### config.mk
export PLATFORM = sky130hd
export DESIGN_NAME = osc_select_tune_startup
export DESIGN_NICKNAME = d
export VERILOG_FILES = /design/src/osc_ctrl_pkg.sv /design/src/startup_oscillation_counter.sv /design/src/osc_select_tune_startup.sv
export SDC_FILE = /design/constraint.sdc
export NUM_CORES = 1
export LEC_CHECK = 0
export ABC_AREA = 1
export BUFFER_PORTS_ARGS = -buffer_cell sky130_fd_sc_hd__buf_2
export CORE_ASPECT_RATIO = 0.5
export CORE_UTILIZATION = 41
export CTS_BUF_LIST = sky130_fd_sc_hd__clkbuf_16
export DETAILED_ROUTE_END_ITERATION = 7
export PLACE_DENSITY = 0.8
export SLEW_MARGIN = 5
export SYNTH_ARGS = -nofsm -noshare
export SYNTH_HDL_FRONTEND = slang
export SYNTH_HIERARCHICAL = 1
export SYNTH_SLANG_ARGS = --single-unit
export TNS_END_PERCENT = 50
### constraint.sdc
create_clock -name aclk -period 1.57 [get_ports aclk]
set_input_delay 0.471 -clock aclk [delete_from_list [all_inputs] [get_ports aclk]]
set_output_delay 0.471 -clock aclk [all_outputs]
set_load 0.05 [all_outputs]
### src/osc_ctrl_pkg.sv
// package: constants, modes and carriers for the oscillator control block
package osc_ctrl_pkg;

  // register byte offsets on the axi4-lite port
  localparam logic [3:0] OFS_CONTROL = 4'h0;
  localparam logic [3:0] OFS_TRIM = 4'h4;

  // oscillator_control field positions
  localparam int FREQ_SEL_LSB = 4;
  localparam int LOCKED_BIT = 3;
  localparam int STABLE_BIT = 2;
  localparam int TRIM_WIDTH = 6;

  // values after reset
  localparam logic [1:0] FREQ_SEL_RESET = 2'h2;
  localparam logic [5:0] TRIM_RESET = 6'h00;

  // start-up oscillation count
  localparam int STARTUP_COUNT = 1024;
  localparam int STARTUP_CNT_W = 11;

  // selected frequency in units of 62.5 khz, before the postscaler
  localparam logic [8:0] PLL_BASE_UNITS = 9'h100;
  localparam logic [8:0] RC_BASE_UNITS = 9'h008;

  localparam logic [1:0] AXI_OKAY = 2'h0;
  localparam logic [1:0] AXI_SLVERR = 2'h2;

  // configuration code of the oscillator mode
  typedef enum logic [2:0] {
    MODE_LOW_POWER_RES = 3'h0,
    MODE_MEDIUM_RES = 3'h1,
    MODE_HIGH_SPEED_RES = 3'h2,
    MODE_EXT_CLOCK = 3'h3,
    MODE_INT_IO = 3'h4,
    MODE_INT_CLOCK_OUTPUT = 3'h5,
    MODE_RC_IO = 3'h6,
    MODE_RC_CLOCK_OUTPUT = 3'h7
  } osc_mode_e;

  // configuration word bits that this block reads
  typedef struct packed {
    osc_mode_e mode;
    logic pll_option;
    logic power_up_timer_en;
  } osc_cfg_s;

  // general-purpose request for the second oscillator pin
  typedef struct packed {
    logic out;
    logic drive;
  } gpio_req_s;

endpackage

### src/startup_oscillation_counter.sv
// file holds the start-up timer that counts oscillations on the input pin
`timescale 1ns/1ps
module startup_oscillation_counter (
  input wire logic aclk,
  input wire logic aresetn,
  input wire logic osc_input_pin,
  input wire logic start,
  output logic done,
  output logic osc_edge
);
  import osc_ctrl_pkg::*;

  typedef struct packed {
    logic sync1;
    logic sync2;
    logic prev;
    logic edge_p;
    logic running;
    logic done;
    logic [STARTUP_CNT_W-1:0] count;
  } cnt_state_s;

  cnt_state_s st_ff;
  cnt_state_s nxt_st;

  always_comb begin
    nxt_st = st_ff;
    // first stage is read by the second stage only
    nxt_st.sync1 = osc_input_pin;
    nxt_st.sync2 = st_ff.sync1;
    nxt_st.prev = st_ff.sync2;
    nxt_st.edge_p = st_ff.sync2 & ~st_ff.prev;
    if (start) begin
      nxt_st.running = 1'b1;
      nxt_st.done = 1'b0;
      nxt_st.count = '0;
    end else if (st_ff.running && st_ff.edge_p) begin
      // a stopped source just holds the count, nothing times out
      if (st_ff.count == STARTUP_CNT_W'(STARTUP_COUNT - 1)) begin
        nxt_st.running = 1'b0;
        nxt_st.done = 1'b1;
      end
      nxt_st.count = st_ff.count + STARTUP_CNT_W'(1);
    end
  end

  always_ff @(posedge aclk) begin
    if (!aresetn) begin
      st_ff <= '0;
    end else begin
      st_ff <= nxt_st;
    end
  end

  assign done = st_ff.done;
  assign osc_edge = st_ff.edge_p;
endmodule

### src/osc_select_tune_startup.sv
// file holds the oscillator select, trim and start-up control block
//
// Contract
// - pll on: codes 11..00 give 16,8,4,2 mhz
// - pll off: codes give 500,250,125,62.5 khz
// - frequency select in bits 5:4, resets to 10
// - bit 3 reads lock within 2 percent
// - bit 2 reads stable to 0.5 percent
// - unimplemented bits always read zero
// - six-bit signed trim, reset zero, read/write
// - zero trim is factory frequency, sign sets direction
// - trim applies at once, no completion flag
// - resonator modes count 1024 input oscillations
// - count after reset, power-up timer, every wake
// - core stays suspended while counting
// - external clock mode frees second pin for io
// - external clock mode skips start-up count
// - fully static; stopped clock just halts state
// - resonator modes pick low, medium, high gain
// - three-bit mode decode of all eight modes
// - pll option picks 16 mhz or 500 khz source
// - frequency select change needs no start-up delay
// - internal clock-out mode drives frequency over 4
`timescale 1ns/1ps
module osc_select_tune_startup (
  input wire logic aclk,
  input wire logic aresetn,
  // axi4-lite slave
  input wire logic [3:0] s_axi_awaddr,
  input wire logic s_axi_awvalid,
  output logic s_axi_awready,
  input wire logic [31:0] s_axi_wdata,
  input wire logic [3:0] s_axi_wstrb,
  input wire logic s_axi_wvalid,
  output logic s_axi_wready,
  output logic [1:0] s_axi_bresp,
  output logic s_axi_bvalid,
  input wire logic s_axi_bready,
  input wire logic [3:0] s_axi_araddr,
  input wire logic s_axi_arvalid,
  output logic s_axi_arready,
  output logic [31:0] s_axi_rdata,
  output logic [1:0] s_axi_rresp,
  output logic s_axi_rvalid,
  input wire logic s_axi_rready,
  // configuration straps, stable while running
  input wire osc_ctrl_pkg::osc_cfg_s osc_cfg,
  // analog side of the internal oscillator, asynchronous
  input wire logic internal_osc_locked,
  input wire logic internal_osc_stable,
  // one pulse per internal oscillator cycle, same clock domain
  input wire logic internal_osc_tick,
  // power-up timer expiry, asynchronous level
  input wire logic power_up_timer_done,
  // wake from sleep, one-cycle pulse from the core
  input wire logic wake_from_sleep,
  // oscillator pins
  input wire logic osc_input_pin,
  input wire logic osc_second_pin_in,
  output logic osc_second_pin_out,
  output logic osc_second_pin_oe_n,
  input wire osc_ctrl_pkg::gpio_req_s gpio_req,
  output logic gpio_in,
  // to the oscillator and core
  output logic [1:0] amp_gain,
  output logic amp_enable,
  output logic [5:0] trim_value,
  output logic [8:0] sys_freq_units,
  output logic sys_clk_tick,
  output logic core_hold
);
  import osc_ctrl_pkg::*;

  typedef enum logic [1:0] {
    SU_POWER_WAIT,
    SU_COUNT,
    SU_RUN
  } startup_e;

  typedef struct packed {
    // axi write side
    logic awready;
    logic wready;
    logic aw_held;
    logic w_held;
    logic [3:0] awaddr;
    logic [7:0] wbyte;
    logic wlane;
    logic bvalid;
    logic [1:0] bresp;
    // axi read side
    logic arready;
    logic rvalid;
    logic [1:0] rresp;
    logic [7:0] rbyte;
    // registers
    logic [1:0] freq_sel;
    logic [5:0] trim;
    // synchronisers
    logic lock_s1;
    logic lock_s2;
    logic stab_s1;
    logic stab_s2;
    logic pwr_s1;
    logic pwr_s2;
    logic pin_s1;
    logic pin_s2;
    // clocking
    startup_e su;
    logic count_start;
    logic hold;
    logic [2:0] post_cnt;
    logic sys_tick;
    logic clock_output_half;
    logic clock_output;
    logic [8:0] freq_units;
    logic [1:0] gain;
    logic amp_en;
    logic pin_out;
    logic pin_oe_n;
  } state_s;

  state_s st_ff;
  state_s nxt_st;
  logic count_done;
  logic osc_edge;

  startup_oscillation_counter u_startup (
    .aclk(aclk),
    .aresetn(aresetn),
    .osc_input_pin(osc_input_pin),
    .start(st_ff.count_start),
    .done(count_done),
    .osc_edge(osc_edge)
  );

  // mode classes
  logic is_resonator;
  logic is_internal;
  logic pin_free;
  logic clock_output_mode;
  logic src_tick;
  logic [2:0] post_max;
  logic [7:0] ctrl_read;

  always_comb begin
    is_resonator = 1'b0;
    is_internal = 1'b0;
    pin_free = 1'b0;
    clock_output_mode = 1'b0;
    unique case (osc_cfg.mode)
      MODE_LOW_POWER_RES, MODE_MEDIUM_RES, MODE_HIGH_SPEED_RES: begin
        is_resonator = 1'b1;
      end
      MODE_EXT_CLOCK: begin
        pin_free = 1'b1;
      end
      MODE_INT_IO: begin
        is_internal = 1'b1;
        pin_free = 1'b1;
      end
      MODE_INT_CLOCK_OUTPUT: begin
        is_internal = 1'b1;
        clock_output_mode = 1'b1;
      end
      MODE_RC_IO: begin
        pin_free = 1'b1;
      end
      MODE_RC_CLOCK_OUTPUT: begin
        clock_output_mode = 1'b1;
      end
    endcase
  end

  // the postscaler divides one running source, so a new select is live
  // on the next source tick with no restart
  always_comb begin
    unique case (st_ff.freq_sel)
      2'h3: post_max = 3'h0;
      2'h2: post_max = 3'h1;
      2'h1: post_max = 3'h3;
      2'h0: post_max = 3'h7;
    endcase
  end

  assign src_tick = is_internal ? internal_osc_tick : osc_edge;

  assign ctrl_read = {2'h0, st_ff.freq_sel, st_ff.lock_s2,
                      st_ff.stab_s2, 2'h0};

  always_comb begin
    nxt_st = st_ff;
    nxt_st.count_start = 1'b0;

    // status inputs pass two flops before anyone reads them
    nxt_st.lock_s1 = internal_osc_locked;
    nxt_st.lock_s2 = st_ff.lock_s1;
    nxt_st.stab_s1 = internal_osc_stable;
    nxt_st.stab_s2 = st_ff.stab_s1;
    nxt_st.pwr_s1 = power_up_timer_done;
    nxt_st.pwr_s2 = st_ff.pwr_s1;
    nxt_st.pin_s1 = osc_second_pin_in;
    nxt_st.pin_s2 = st_ff.pin_s1;

    // write address and data may arrive in either order
    if (s_axi_awvalid && st_ff.awready) begin
      nxt_st.awready = 1'b0;
      nxt_st.aw_held = 1'b1;
      nxt_st.awaddr = s_axi_awaddr;
    end
    if (s_axi_wvalid && st_ff.wready) begin
      nxt_st.wready = 1'b0;
      nxt_st.w_held = 1'b1;
      nxt_st.wbyte = s_axi_wdata[7:0];
      nxt_st.wlane = s_axi_wstrb[0];
    end
    if (st_ff.aw_held && st_ff.w_held && !st_ff.bvalid) begin
      nxt_st.aw_held = 1'b0;
      nxt_st.w_held = 1'b0;
      nxt_st.bvalid = 1'b1;
      nxt_st.bresp = AXI_OKAY;
      unique case (st_ff.awaddr)
        OFS_CONTROL: begin
          // status bits are not stored, so writes to them vanish
          if (st_ff.wlane) begin
            nxt_st.freq_sel = st_ff.wbyte[FREQ_SEL_LSB +: 2];
          end
        end
        OFS_TRIM: begin
          if (st_ff.wlane) begin
            nxt_st.trim = st_ff.wbyte[TRIM_WIDTH-1:0];
          end
        end
        default: begin
          nxt_st.bresp = AXI_SLVERR;
        end
      endcase
    end
    if (st_ff.bvalid && s_axi_bready) begin
      nxt_st.bvalid = 1'b0;
      nxt_st.awready = 1'b1;
      nxt_st.wready = 1'b1;
    end

    // read: one cycle from address to data
    if (s_axi_arvalid && st_ff.arready) begin
      nxt_st.arready = 1'b0;
      nxt_st.rvalid = 1'b1;
      nxt_st.rresp = AXI_OKAY;
      unique case (s_axi_araddr)
        OFS_CONTROL: nxt_st.rbyte = ctrl_read;
        OFS_TRIM: nxt_st.rbyte = {2'h0, st_ff.trim};
        default: begin
          nxt_st.rbyte = 8'h00;
          nxt_st.rresp = AXI_SLVERR;
        end
      endcase
    end
    if (st_ff.rvalid && s_axi_rready) begin
      nxt_st.rvalid = 1'b0;
      nxt_st.arready = 1'b1;
    end

    // start-up sequencing
    unique case (st_ff.su)
      SU_POWER_WAIT: begin
        nxt_st.hold = 1'b1;
        if (!is_resonator) begin
          nxt_st.su = SU_RUN;
          nxt_st.hold = 1'b0;
        end else if (!osc_cfg.power_up_timer_en || st_ff.pwr_s2) begin
          nxt_st.su = SU_COUNT;
          nxt_st.count_start = 1'b1;
        end
      end
      SU_COUNT: begin
        nxt_st.hold = 1'b1;
        if (count_done && !st_ff.count_start) begin
          nxt_st.su = SU_RUN;
          nxt_st.hold = 1'b0;
        end
      end
      SU_RUN: begin
        if (wake_from_sleep && is_resonator) begin
          nxt_st.su = SU_COUNT;
          nxt_st.count_start = 1'b1;
          nxt_st.hold = 1'b1;
        end
      end
    endcase

    // postscaler and clock output; a stalled source just freezes here
    nxt_st.sys_tick = 1'b0;
    if (src_tick) begin
      if (!is_internal || st_ff.post_cnt >= post_max) begin
        nxt_st.post_cnt = 3'h0;
        nxt_st.sys_tick = 1'b1;
        nxt_st.clock_output_half = ~st_ff.clock_output_half;
        if (st_ff.clock_output_half) begin
          nxt_st.clock_output = ~st_ff.clock_output;
        end
      end else begin
        nxt_st.post_cnt = st_ff.post_cnt + 3'h1;
      end
    end

    nxt_st.freq_units = (osc_cfg.pll_option ? PLL_BASE_UNITS
                         : RC_BASE_UNITS) >> (2'h3 - st_ff.freq_sel);

    // amplifier gain follows the resonator choice
    nxt_st.amp_en = is_resonator;
    unique case (osc_cfg.mode)
      MODE_MEDIUM_RES: nxt_st.gain = 2'h1;
      MODE_HIGH_SPEED_RES: nxt_st.gain = 2'h2;
      default: nxt_st.gain = 2'h0;
    endcase

    // second pin: clock out, io, or left to the amplifier
    if (clock_output_mode) begin
      nxt_st.pin_out = st_ff.clock_output;
      nxt_st.pin_oe_n = 1'b0;
    end else if (pin_free) begin
      nxt_st.pin_out = gpio_req.out;
      nxt_st.pin_oe_n = ~gpio_req.drive;
    end else begin
      nxt_st.pin_out = 1'b0;
      nxt_st.pin_oe_n = 1'b1;
    end
  end

  always_ff @(posedge aclk) begin
    if (!aresetn) begin
      st_ff <= '0;
      st_ff.awready <= 1'b1;
      st_ff.wready <= 1'b1;
      st_ff.arready <= 1'b1;
      st_ff.freq_sel <= FREQ_SEL_RESET;
      st_ff.trim <= TRIM_RESET;
      st_ff.su <= SU_POWER_WAIT;
      st_ff.hold <= 1'b1;
      st_ff.pin_oe_n <= 1'b1;
    end else begin
      st_ff <= nxt_st;
    end
  end

  assign s_axi_awready = st_ff.awready;
  assign s_axi_wready = st_ff.wready;
  assign s_axi_bvalid = st_ff.bvalid;
  assign s_axi_bresp = st_ff.bresp;
  assign s_axi_arready = st_ff.arready;
  assign s_axi_rvalid = st_ff.rvalid;
  assign s_axi_rresp = st_ff.rresp;
  assign s_axi_rdata = {24'h000000, st_ff.rbyte};
  // trim is a signed code: zero is factory frequency, 1f fastest, 20 slowest
  assign trim_value = st_ff.trim;
  assign sys_freq_units = st_ff.freq_units;
  assign sys_clk_tick = st_ff.sys_tick;
  assign core_hold = st_ff.hold;
  assign amp_gain = st_ff.gain;
  assign amp_enable = st_ff.amp_en;
  assign osc_second_pin_out = st_ff.pin_out;
  assign osc_second_pin_oe_n = st_ff.pin_oe_n;
  assign gpio_in = st_ff.pin_s2;
endmodule

==> Word level (Yosys, flattened, before mapping) <==
Cells that the tools add are included.
{ "word_totals": {"input_bits": 65, "word_cells": 141, "ramBits": 0, "register_bits": 87, "out_inout_bits": 64, "memories": 0, "latch_bits": 0, "rom_bits": 0} }
{ "classes": {"n_shift": 1, "n_mul": 0, "muxes": 29, "n_eq_ne": 18, "reduce_logical": 41, "bitwise": 6, "magnitude_cmp": 1, "addsub": 3, "n_div": 0} }
{ "op_table": {"columns": ["cell", "n"], "rows": [
  ["two-way mux 13 bit", 2],
  ["OR reduction 2 bit", 8],
  ["two-way mux 2 bit", 7],
  ["== test 3 bit, second input constant", 4],
  ["one-hot mux 3 bit (4 select lines)", 1],
  ["one-hot mux 6 bit (2 select lines)", 1],
  ["AND reduction 3 bit", 4],
  ["adder 11 x 1 -> 11 bit, second input constant", 1],
  ["== test 11 x 10 -> 1 bit, second input constant", 1],
  ["logical AND 1 bit", 10],
  ["two-way mux 1 bit", 9],
  ["two-way mux 3 bit", 3],
  ["two-way mux 9 bit", 1],
  ["right shift 9 x 2 -> 9 bit", 1],
  ["== test 4 x 3 -> 1 bit, second input constant", 2],
  ["logical NOT 4 bit", 2],
  ["AND reduction 2 bit", 4],
  ["== test 2 bit, second input constant", 3],
  ["== test 3 x 2 -> 1 bit, second input constant", 2],
  ["one-hot mux 2 bit (3 select lines)", 1],
  ["OR reduction 3 bit", 2],
  ["NOT 1 bit", 5],
  ["== test 2 x 1 -> 1 bit, second input constant", 2],
  ["logical NOT 1 bit", 4],
  ["15 further kinds", 19]
]} }

==> Longest topological paths before layout <==
{ "logic_depth": {"word_depth": 6, "ltp_mapped": 11, "depth_no_buf": 10} }

==> Modules after synthesis <==
Netlist, hierarchy kept.
{ "by_module_without_submodules": {"columns": ["module", "area_per_inst_um2", "instances", "cells_each", "seq_area_each_um2"], "rows": [
  ["osc_select_tune_startup", 2989.1, 1, 392, 1301.2],
  ["startup_oscillation_counter", 763.2, 1, 104, 340.3]
]} }

==> Worst setup path after synthesis <==
OpenSTA, ideal clock, no wires.
{ "synth_path": {"path_kind": "register to register", "startpoint": "reg st_ff, in the netlist ctrl_read[4]", "endpoint": "reg st_ff[14] in the netlist's numbering", "path_stages_with_launch": 11, "path_buffers": 1, "setup_time_ns": 0.115, "setup_slack_ns": 0.040, "synth_period_minus_slack_ns": 1.530, "arrival_time_ns": 1.415, "t_required_ns": 1.455, "cell_sequence": "dfxtp_1 clkbuf_1 inv_1 nand2_1 ha_1 nand2_1 nand2_1 nor2_1 nand2_2 a21oi_1 nor2_1"} }
{ "synth_between": {"elab_chain_cells": 5, "elab_cells_between_ends": 8, "cone_classes": "order compare (1); eq/ne (3); mux (1); reduce/logical (3)"} }
{ "synth_lines": {"columns": ["item", "line_no", "rtl"], "rows": [
  ["from (decl)", "osc_select_tune_startup.sv:123", "state_s st_ff;"],
  ["from (signal assigned)", "osc_select_tune_startup.sv:343", "st_ff <= nxt_st;"],
  ["== test 2 x 1 -> 1 bit (tied with other cells)", "osc_select_tune_startup.sv:178", "unique case (st_ff.freq_sel)"],
  ["one-hot mux 3 bit (4 select lines) (*)", "osc_select_tune_startup.sv:178", null],
  [">= comparator 3 bit (*)", "osc_select_tune_startup.sv:295", "if (!is_internal || st_ff.post_cnt >= post_max) begin"],
  ["logical OR 1 bit (*)", "osc_select_tune_startup.sv:295", null],
  ["AND reduction 3 bit (no source line) (*)", null, null]
]} }
Every way passes the cells marked *; elsewhere a longest branch is shown, timed or not.
A chain may end at the register's enable or synchronous reset.

==> Worst setup path in the final report <==
{ "layout_path": {"startpoint": "reg st_ff, in the netlist trim_value[0]", "endpoint": "out trim_value[0]"} }
{ "layout_lines": {"columns": ["item", "line_no", "rtl"], "rows": [
  ["to (decl)", "osc_select_tune_startup.sv:67", "output logic [5:0] trim_value,"]
]} }
No word-level cell between the ends.

==> flow_summary.yaml <==
global_route:
  grt_pass1_wl_um: 11420
  grt_overflow_total: 0
  antenna_found_initial: 0
  grt_pass1_vias: 2619
  grt_max_degree: 30
  grt.total_usage: 0.1557
power:
  peakVddDrop_uv: 552.8
  powerDensity_nw_per_um2: 1261
  power_leakage_nw: 2.096
cts:
  cts_hold_buf: 0
  htree_num_levels: 3
  cts_buffer_depth: 2
  cts.clk_slew.worst_paths_ns: 0.06
  cts_setup_buffers: 0
  cts.sinks: 82
  cts_root_buf: "clkbuf_16"
  ctsResizeCount: 0
  cts_buffers: 9
  clock_latency_ns: 0.34
  cts_tree: "built"
critical_path:
  arrival_ns: 0.98
  crit_path_end_kind: "primary output"
  path_cells: "buf_2"
  path_class: "register to primary output"
  worstPathMaxFanout: 3
  cp_slowest_cell: "dfxtp_1"
  rr_worst_depth: 8
  worst_r2r_endpoint: "st_ff[23]$_SDFFE_PN0P_"
  critPathBufInv: 1
  regToRegStartpoint: "st_ff[23]$_SDFFE_PN0P_"
  cp.required_ns: 1.10
  slowest_delay_ns: 0.37
  reg2reg_slack_ns: 0.12
  start_kind: "register"
  cp_top_family: "flip-flops"
routing:
  wl_per_cell_um: 10.36
  drc_errors: 0
  viasPerCell: 4.403
  drt_pass1_iterations: 5
  vias: 2959
  drtIter0Drc: 129
  drt_wl_total_um: 6963
  drtAntennaViolNets: 0
cells_and_area:
  final_util: 0.4846
  seq_area_um2: 1644
  layout_common_cells: "nand2_1 (90), dfxtp_1 (80), buf_2 (70)"
  area_growth_pct: 13.64
  diodes: 0
  multi_input_area_um2: 1531
  n_fill_cell: 882
  drive_gt1_frac: 0.2234
  nNetsFinal: 623
  layout_commonest_cell: "nand2_1"
synthesis:
  yosysWarnings: 6
  synth_ff_type: "dfxtp_1"
  avgSynthCellArea_um2: 7.565
  async_flop_share: 0
  synthSimpleGateAreaFrac: 0.2678
  synth_cells: 496
  ys_types: 33
  seq_area_frac_synth: 0.4375
  synth_top_family_by_area: "simple AND/OR/NAND/NOR gates"
  synth_xor_xnor_area_share: 0
  synthAdderAreaFrac: 0.02668
  netlist_area_um2: 3752
  ys_ff_latch: 82
  synth_edf_count: 0
  synth_compound_area_frac: 0.08136
  muxShareOfSynthArea: 0
die:
  rows: 24
  core_region_area_um2: 8798
  io_pins: 129
  die_w_um: 137.3
  die_h_um: 69.65
  initial_core_util: 0.4265
  dieArea_um2: 9562
worst_hold_path:
  hp-class: "input port to register"
  min-delay-start: "osc_second_pin_in"
  min_path_cells: 3
  holdPathEnd: "nxt_st[24]$_SDFF_PN0_"
place:
  place_congestion: 0.8330
  dpl.hpwl_um: 5175
  pre_cts_ws_ns: 0.1016
  port_buffers: 70
sta:
  clock.fmax_mhz: 687.5
  hold_viol: 0
  setup_viol: 0
  rsz0062_at_grt: "false"
  fin_crit_ns: 1.455
  timing.setup.tns_ns: 0
  period_share: 0.9265
  fin_skew_ns: 0.007971
  fin_ws_ns: 0.1154
  maxSlewViolCount: 0
outcome:
  status: "complete, no violations"
job:
  max-cap-violations: 0
-- power breakdown --
part,internal [mW],total (mW),switching [mW]
clock network,1.21,2.02,0.808
registers,2.21,2.28,0.0744
logic,0.322,1.07,0.750
total,3.74,5.38,1.63
-- layer usage --
layer,global-route usage,vias to the layer above,routed length (um),part of all wire
met2,0.2609,83,3279,0.47
met4,0.07204,0,155,0.022
met5,0,-,0,0
met3,0.05702,17,395,0.057
met1,0.1759,1287,3133,0.45
li1,-,1572,-,-
-- logic make-up after synthesis --
family          after synthesis
compound gates               56
fa+ha+maj                     8
buf+inv                     128
flops                        82
other cells                   1
simple gates                221
-- cell usage after synthesis (2+ instances only) --
| master | count | area, um^2 |
|---|---|---|
| a21oi_1 | 19 | 95.09 |
| a21oi_2 | 4 | 35.03 |
| a31oi_1 | 2 | 12.51 |
| buf_2 | 3 | 15.01 |
| buf_4 | 54 | 405.4 |
| clkbuf_1 | 3 | 11.26 |
| dfxtp_1 | 82 | 1642 |
| ha_1 | 8 | 100.1 |
| inv_1 | 61 | 229.0 |
| inv_2 | 4 | 15.01 |
| nand2_1 | 90 | 337.8 |
| nand2_2 | 6 | 37.54 |
| nand2_4 | 3 | 33.78 |
| nand3_1 | 25 | 125.1 |
| nand3_2 | 6 | 60.06 |
| nand3b_1 | 3 | 22.52 |
| nor2_1 | 69 | 259.0 |
| nor2_4 | 3 | 33.78 |
| nor3_1 | 10 | 50.05 |
| nor3_2 | 2 | 20.02 |
| o21ai_0 | 26 | 130.1 |
| o21ai_1 | 2 | 10.01 |
-- tightest hold or removal path, delay by kind of cell --
kind | cells | cell delay (ns)
buffers and inverters | 2 | 0.11
AND/OR/NAND/NOR | 1 | 0.04
-- worst max path at each step --
stage	start	end	slack, ns	depth (start not counted)
after global placement	ctrl_read[4]$_SDFFE_PN0P_	st_ff[18]$_SDFFE_PN0P_	0.14	10
after detailed placement	ctrl_read[4]$_SDFFE_PN0P_	st_ff[18]$_SDFFE_PN0P_	0.10	10
after global routing	ctrl_read[4]$_SDFFE_PN0P_	st_ff[18]$_SDFFE_PN0P_	0.01	10
after CTS	ctrl_read[4]$_SDFFE_PN0P_	st_ff[18]$_SDFFE_PN0P_	0.08	10
after floorplan	ctrl_read[4]$_SDFFE_PN0P_	st_ff[14]$_SDFFE_PN0P_	0.04	10
final	trim_value[0]$_SDFFE_PN0P_	trim_value[0]	0.12	1
-- per-stage QoR --
step | instances | hold WS [ns] | power [mW] | area (um^2)
2_1_floorplan | 524 | 0.3680 | 3.209 | 3857
3_3_place_gp | 656 | 0.3748 | 3.317 | 3960
3_5_place_dp | 656 | 0.3867 | 3.341 | 3960
4_1_cts | 672 | 0.3048 | 5.389 | 4249
5_1_grt | 672 | 0.3250 | 5.633 | 4264
6_report | 672 | 0.3164 | 5.377 | 4264
-- final cells by class --
cell class / count / area share
Clock buffer: 9 / 0.05282
Clock inverter: 7 / 0.01496
Inverter: 66 / 0.05869
Multi-Input combinational cell: 314 / 0.3592
Sequential cell: 82 / 0.3856
Tap cell: 117 / 0.03433
Timing Repair Buffer: 77 / 0.09448
-- sequential cells by signal, summed over array words and instances, names as in the netlist, 2 cells and up --
signal,count
trim_value,6
u_startup/nxt_st,2
sys_freq_units,8
amp_gain,2
s_axi_rdata,6
st_ff,22
ctrl_read,4
nxt_st,4
u_startup/st_ff,13
No activity file was read; power rests on OpenSTA's default activity.
